**src/lut_cell_map.vh**
```
/*
  Constants for the table cell cluster: widths, mode codes and reset values.
  Assumes inclusion by bare name from the cluster and cell modules.
*/
`ifndef LUT_CELL_MAP_VH
`define LUT_CELL_MAP_VH

// ----------------------------------------------------------------------------
// Cell geometry
// ----------------------------------------------------------------------------
`define LUT_IN_W 4
`define LUT_DEPTH 16
`define CLUSTER_CELLS 4
`define CHAIN_DEPTH 64
`define CHAIN_TAP_W 6

// ----------------------------------------------------------------------------
// Cell mode codes
// ----------------------------------------------------------------------------
`define MODE_W 2
`define MODE_LOGIC 2'h0
`define MODE_RAM 2'h1
`define MODE_SHIFT 2'h2

// ----------------------------------------------------------------------------
// Reset values
// ----------------------------------------------------------------------------
`define OUT_RST 1'h0
`define BUF_CNT_RST 2'h0

`endif

```
**src/lut_cell.v**
```verilog
/*
  One four-input table cell: logic/ROM, writable 16x1 memory with a second
  read address, or 1..16 stage shift register with chain in and chain out.
  Assumes a single clock; contents preset by the INIT parameter.
*/
`include "lut_cell_map.vh"

module lut_cell #(
  parameter [15:0] INIT = 16'h0000,
  parameter WRITABLE = 1
) (
  input wire i_ref_clk,
  input wire [1:0] i_mode,
  input wire [3:0] i_lut_inputs,
  input wire [3:0] i_read2_addr,
  input wire i_we,
  input wire i_data,
  input wire i_chain_serial_in,
  output wire o_out,
  output wire o_out2,
  output wire o_chain_serial_out
);

  reg [15:0] mem_r = INIT;
  wire wr_ok;

  // Right-hand cells ignore writes and shifts, staying preset storage
  assign wr_ok = (WRITABLE != 0) && i_we;

  always @(posedge i_ref_clk) begin
    if (wr_ok && i_mode == `MODE_RAM) begin
      mem_r[i_lut_inputs] <= i_data;
    end else if (wr_ok && i_mode == `MODE_SHIFT) begin
      mem_r <= {mem_r[14:0], i_chain_serial_in};
    end
  end

  assign o_out = mem_r[i_lut_inputs];
  assign o_out2 = mem_r[i_read2_addr];
  assign o_chain_serial_out = mem_r[15];

endmodule // lut_cell

```
**src/lut_cluster.v**
```verilog
/*
  A logic cluster of eight table cells: four left-hand cells with memory and
  shift modes, four right-hand cells with logic and preset storage only.
  Wide multiplexers join cells; the left cells chain into a 64-stage delay.
  Outputs are registered; o_out_data passes a two-entry buffer toward the receiver.
  Assumes inputs synchronous to i_ref_clk and contents preset at build time.
*/
// Operation
// - Each cell maps four inputs to one output, any Boolean function.
// - Wide multiplexers join cells into functions of more than four inputs.
// - Any cell can act as preset read-only memory.
// - Only left-hand cells write or shift; right-hand cells logic and ROM.
// - A left-hand memory cell holds sixteen one-bit locations.
// - Left cells combine into a deeper 64x1 memory.
// - Dual-port pairing gives a second independent read address.
// - A shift cell delays serial input by one to sixteen cycles.
// - Four left cells chain into a delay of up to sixty-four cycles.
// - Chain in and chain out ports extend cascades across clusters.
`include "lut_cell_map.vh"

module lut_cluster #(
  parameter [63:0] LEFT_INIT = 64'h0000_0000_0000_0000,
  parameter [63:0] RIGHT_INIT = 64'h0000_0000_0000_0000
) (
  input wire i_ref_clk,
  input wire i_arst_n,
  input wire [1:0] i_mode,
  input wire [5:0] i_addr,
  input wire [5:0] i_read2_addr,
  input wire [3:0] i_right_inputs,
  input wire [2:0] i_wide_sel,
  input wire i_we,
  input wire i_data,
  input wire i_chain_serial_in,
  input wire i_in_valid,
  output reg o_in_ready,
  output reg o_out_valid,
  input wire i_out_ready,
  output reg o_out_data,
  output reg o_out2,
  output reg o_chain_serial_out
);

  // --------------------------------------------------------------------------
  // Helpers
  // --------------------------------------------------------------------------
  // Bit select by a two-bit index, shared by the wide mux and the read paths
  function pick4;
    input [3:0] v;
    input [1:0] s;
    begin
      pick4 = v[s];
    end
  endfunction

  // Upper address bits pick the cell of the 64-deep memory
  function [1:0] cell_of;
    input [5:0] addr;
    begin
      cell_of = addr[5:4];
    end
  endfunction

  // --------------------------------------------------------------------------
  // Cells
  // --------------------------------------------------------------------------
  wire [3:0] left_out;
  wire [3:0] left_out2;
  wire [3:0] right_out;
  wire [3:0] chain;
  wire [3:0] left_we;
  wire [3:0] chain_in;
  wire [3:0] shift_addr;
  wire [3:0] cell_addr;
  wire stall;

  // A full output buffer (o_in_ready low) freezes writes and the shift path so no word is dropped
  assign stall = !o_in_ready;
  assign chain_in = {chain[2:0], i_chain_serial_in};
  // Each cell is a full 16 stages when chained; the tap is read from the tap_r mirror
  assign shift_addr = 4'hf;
  assign cell_addr = (i_mode == `MODE_SHIFT) ? shift_addr : i_addr[3:0];

  genvar g;
  generate
    for (g = 0; g < `CLUSTER_CELLS; g = g + 1) begin : g_cells
      // Deeper memory: upper address bits select which cell takes the write
      assign left_we[g] = i_we && !stall && ((i_mode == `MODE_SHIFT) ||
                          (cell_of(i_addr) == g));
      lut_cell #(.INIT(LEFT_INIT[16*g +: 16]), .WRITABLE(1)) u_left (
        .i_ref_clk(i_ref_clk),
        .i_mode(i_mode),
        .i_lut_inputs(cell_addr),
        .i_read2_addr(i_read2_addr[3:0]),
        .i_we(left_we[g]),
        .i_data(i_data),
        .i_chain_serial_in(chain_in[g]),
        .o_out(left_out[g]),
        .o_out2(left_out2[g]),
        .o_chain_serial_out(chain[g])
      );
      lut_cell #(.INIT(RIGHT_INIT[16*g +: 16]), .WRITABLE(0)) u_right (
        .i_ref_clk(i_ref_clk),
        .i_mode(`MODE_LOGIC),
        .i_lut_inputs(i_right_inputs),
        .i_read2_addr(i_right_inputs),
        .i_we(i_we),
        .i_data(i_data),
        .i_chain_serial_in(1'b0),
        .o_out(right_out[g]),
        .o_out2(),
        .o_chain_serial_out()
      );
    end
  endgenerate

  // --------------------------------------------------------------------------
  // Shift tap: delay 1..64 picked from the tap_r mirror by i_addr
  // --------------------------------------------------------------------------
  reg [63:0] tap_r;
  wire tap_bit;
  wire shift_go;

  // Same shift enable as the cells; RAM-mode writes change the cascade but not the mirror
  assign shift_go = i_we && !stall && (i_mode == `MODE_SHIFT);

  // A mirror of the cascade, so any stage can be tapped combinationally
  always @(posedge i_ref_clk) begin
    if (shift_go) begin
      tap_r <= {tap_r[62:0], i_chain_serial_in};
    end
  end
  assign tap_bit = tap_r[i_addr];

  // --------------------------------------------------------------------------
  // Wide multiplexer and result select
  // --------------------------------------------------------------------------
  function mux8;
    input [3:0] a;
    input [3:0] b;
    input [2:0] s;
    begin
      mux8 = s[2] ? pick4(b, s[1:0]) : pick4(a, s[1:0]);
    end
  endfunction

  reg result;
  reg result2;
  always @* begin
    case (i_mode)
      `MODE_RAM: begin
        result = pick4(left_out, cell_of(i_addr));
        result2 = pick4(left_out2, cell_of(i_read2_addr));
      end
      `MODE_SHIFT: begin
        result = tap_bit;
        result2 = chain[3];
      end
      default: begin
        result = mux8(left_out, right_out, i_wide_sel);
        result2 = right_out[0];
      end
    endcase
  end

  // --------------------------------------------------------------------------
  // Two-entry output buffer
  // --------------------------------------------------------------------------
  // Head entry is o_out_data; buf_r holds the second word while the
  // receiver stalls, so ready drops only once both entries are taken
  reg buf_r;
  reg [1:0] cnt_r;
  wire push;
  wire pop;

  assign push = i_in_valid && o_in_ready;
  assign pop = o_out_valid && i_out_ready;

  always @(posedge i_ref_clk or negedge i_arst_n) begin
    if (!i_arst_n) begin
      buf_r <= `OUT_RST;
      cnt_r <= `BUF_CNT_RST;
      o_in_ready <= 1'b1;
      o_out_valid <= 1'b0;
      o_out_data <= `OUT_RST;
      o_out2 <= `OUT_RST;
      o_chain_serial_out <= `OUT_RST;
    end else begin
      o_out2 <= result2;
      o_chain_serial_out <= chain[3];
      case ({push, pop})
        2'b10: begin
          if (cnt_r == 2'h0) begin
            o_out_data <= result;
          end else begin
            buf_r <= result;
          end
          cnt_r <= cnt_r + 2'h1;
          o_out_valid <= 1'b1;
          o_in_ready <= (cnt_r == 2'h0);
        end
        2'b01: begin
          o_out_data <= buf_r;
          cnt_r <= cnt_r - 2'h1;
          o_out_valid <= (cnt_r == 2'h2);
          o_in_ready <= 1'b1;
        end
        2'b11: begin
          if (cnt_r == 2'h1) begin
            o_out_data <= result;
          end else begin
            o_out_data <= buf_r;
            buf_r <= result;
          end
        end
        default: begin
          o_out_data <= o_out_data;
        end
      endcase
    end
  end

endmodule // lut_cluster

```
**config.mk**
```make
export PLATFORM = sky130hd
export DESIGN_NAME = lut_cluster
export DESIGN_NICKNAME = d
export VERILOG_FILES = /design/src/lut_cell.v /design/src/lut_cluster.v
export VERILOG_INCLUDE_DIRS = /design/src /design/src/src
export SDC_FILE = /design/constraint.sdc
export NUM_CORES = 1
export LEC_CHECK = 0
export BUFFER_PORTS_ARGS = -buffer_cell sky130_fd_sc_hd__buf_2
export CAP_MARGIN = 15
export CORE_MARGIN = 2
export CORE_UTILIZATION = 50
export DETAILED_ROUTE_END_ITERATION = 8
export PLACE_DENSITY = 0.67
export SLEW_MARGIN = 0
export SYNTH_ARGS = -nofsm -noshare
export SYNTH_HDL_FRONTEND = slang
export SYNTH_HIERARCHICAL = 1
export SYNTH_SLANG_ARGS = --single-unit
```
**constraint.sdc**
```tcl
create_clock -name i_ref_clk -period 4.1 [get_ports i_ref_clk]
set_input_delay 0.41 -clock i_ref_clk [delete_from_list [all_inputs] [get_ports i_ref_clk]]
set_output_delay 0.41 -clock i_ref_clk [all_outputs]
set_load 0.05 [all_outputs]
```
==> results.py <==
metrics = {
    "clock_tree": {
        "root_buffer": "clkbuf_16",
        "clk-insertion-delay-late_ns": 0.43,
        "cts_sinks": 136,
        "postCtsHoldBufs": 1,
        "clk_path_buf_depth": 2,
        "cts_htree_levels": 4,
        "numCtsBuffers": 17,
        "ctsResizeCount": 0,
        "cts_tree": "done",
        "cts_setup_buffers": 0,
        "clk_pin_slew_ns": 0.06,
    },
    "worst_setup_path": {
        "reg2reg_slack_ns": 1.63,
        "start_kind": "input port",
        "crit_fanout": 28,
        "worst_path_largest_cell_delay_ns": 0.63,
        "path_delay_family": "multiplexers",
        "crit_path_cell_trace": "buf_2 -> ha_1 -> or2_2 -> mux4_2 -> a22oi_1 -> nand3_1 -> mux4_2 -> mux2i_1 -> a21oi_1 -> a21oi_1 -> o21ai_1",
        "required_ns": 4.40,
        "end_kind": "register",
        "r2r_end": "o_out_data",
        "r2r_start": "g_cells[2].u_left/mem_r[3]",
        "worst-r2r-cell-count": 8,
        "cp.arrival_ns": 3.61,
        "critPathSlowestCell": "or2_2",
        "crit_type": "in -> reg",
        "cp_num_buf_inv": 1,
        "crit_path_start": "i_mode[1]",
    },
    "placement": {
        "preCtsSetupSlack_ns": 0.3703,
        "dpl-instance-area_um2": 7767,
        "dp_cells": 755,
        "gpl.final_weighted_congestion": 0.8168,
        "hpwlAfterDp_um": 10940,
        "io_buffers": 28,
    },
    "power_and_ir_drop": {
        "ir_worst_vdd_v": 0.0003273,
        "power.density_nw_per_um2": 379.1,
        "leakage_uw": 0.002755,
    },
    "worst_hold_path": {
        "min_to": "tap_r[0]",
        "min_path_type": "in -> reg",
        "hp-start": "i_chain_serial_in",
        "holdPathStages": 1,
    },
    "sta": {
        "slew_viol_final": 0,
        "hold_violations": 0,
        "setup_viol": 0,
        "worst_slew_pin_slew_ns": 0.7806,
        "timing.final.crit_share_pct": 80.63,
        "rsz0062_at_grt": "no",
        "clock_skew_ns": 0.008912,
        "period_needed_ns": 3.306,
        "timing.fmax_mhz": 302.5,
        "worst_slack_ns": 0.7940,
        "setup_tns_ns": 0,
        "slew_headroom_pct": 47.96,
    },
    "yosys": {
        "syn-num-nets": 601,
        "synth_area_um2": 7510,
        "avgSynthCellArea_um2": 13.32,
        "synthCells": 564,
        "yosysWarnings": 6,
    },
    "routing": {
        "drtPass1Iterations": 5,
        "viasPerCell": 6.534,
        "drcViolationCount": 0,
        "avgRoutedWirePerCell_um": 21.45,
        "routed_wl_um": 16910,
        "vias": 5149,
        "drt-initial-drc-count": 645,
        "postRouteAntennaNets": 0,
    },
    "cells_and_area": {
        "drive_above_1_share_pct": 17.38,
        "fin_util_pct": 57.13,
        "antenna_cells": 0,
        "final_cells": 788,
        "area_delta_synth_final_pct": 10.98,
        "nets": 628,
        "seq_area_um2": 4045,
        "multi_input_area_um2": 3269,
        "n_fill_cell": 1161,
        "postLayoutCellArea_um2": 8334,
    },
    "floorplanning": {
        "die_area_um2": 16020,
        "core-area_um2": 14590,
        "placementRows": 44,
        "fp.dieW_um": 126.6,
        "die_y_um": 126.6,
        "start_util_pct": 51.48,
        "io_pins": 33,
    },
    "global_routing": {
        "grt_pass1_wl_um": 27510,
        "antenna_found_initial": 0,
        "first_global_vias": 5074,
        "overflow": 0,
        "track_usage_pct": 21.94,
        "grt_max_degree": 65,
    },
    "run": {
        "maxCapViolCount": 0,
    },
    "status": {
        "status": "completed",
    },
}
[metal layers]
layer / vias to the layer above / GRT usage [%] / routed length (um)
li1: 2333 / - / -
met1: 2589 / 30.81 / 7609
met2: 209 / 34.41 / 7951
met3: 18 / 4.766 / 1121
met4: 0 / 7.111 / 223
met5: - / 0 / 0
[flip-flops by register name, indices dropped and copies added, names as in the netlist]
name                  flops
o_out2                    1
cnt_r                     2
tap_r                    64
o_out_data                1
o_chain_serial_out        1
g_cells.u_left/mem_r     64
buf_r                     1
o_out_valid               1
o_in_ready                1
[metrics by stage]
| stage | total power, uW | hold slack, ns |
|---|---|---|
| 2_1_floorplan | 1683 | 0.1144 |
| 3_3_place_gp | 1743 | 0.2565 |
| 3_5_place_dp | 1746 | 0.2656 |
| 4_1_cts | 3179 | 0.2046 |
| 5_1_grt | 3265 | 0.1983 |
| 6_report | 3159 | 0.2124 |
[where the power goes]
group | switching (uW) | total, uW | internal, uW
registers | 0.380 | 1500 | 1500
clock network | 600 | 1440 | 840
logic | 131 | 221 | 90.3
total | 731 | 3160 | 2430
[layout make-up]
cell class                      instances  share of cell area [%]
Clock inverter                         13                   1.486
Sequential cell                       136                   48.54
Tap cell                              184                   2.762
Inverter                               12                  0.5405
Clock buffer                           19                   5.194
Timing Repair Buffer                   34                   2.252
Multi-Input combinational cell        390                   39.23
[how the worst max path moves through the flow]
stage                            end  slack, ns  cells after the start
after CTS                 o_out_data       0.82                     11
after global routing      o_out_data       0.59                     11
after global placement         buf_r       0.51                     11
final                     o_out_data       0.79                     11
after floorplan             tap_r[0]       0.05                      2
after detailed placement       buf_r       0.37                     11
[cell usage in the layout (no fill, tap or decap), types with 2 or more instances in the layout]
cell and count:
a221oi_1 3, ha_1 9, inv_1 12, and2_1 2, mux2i_1 35, nand3_1 23, nor3b_1 4, buf_4 5
dfrtp_1 7, a22oi_1 9, mux4_2 34, and2b_1 3, nor2_1 14, o21ai_0 67, nor2b_1 15, or2_2 6
inv_6 2, a31oi_1 2, nand3b_1 4, clkinv_4 5, o2bb2ai_1 64, nand4_1 5, a21oi_1 13, buf_2 28
clkbuf_1 2, nand2b_1 12, edfxtp_1 128, clkinv_2 2, nand2_1 44, conb_1 4, a211oi_1 2, clkbuf_16 17
mux4_1 8
Note: power is estimated with default switching activity, not from simulation.
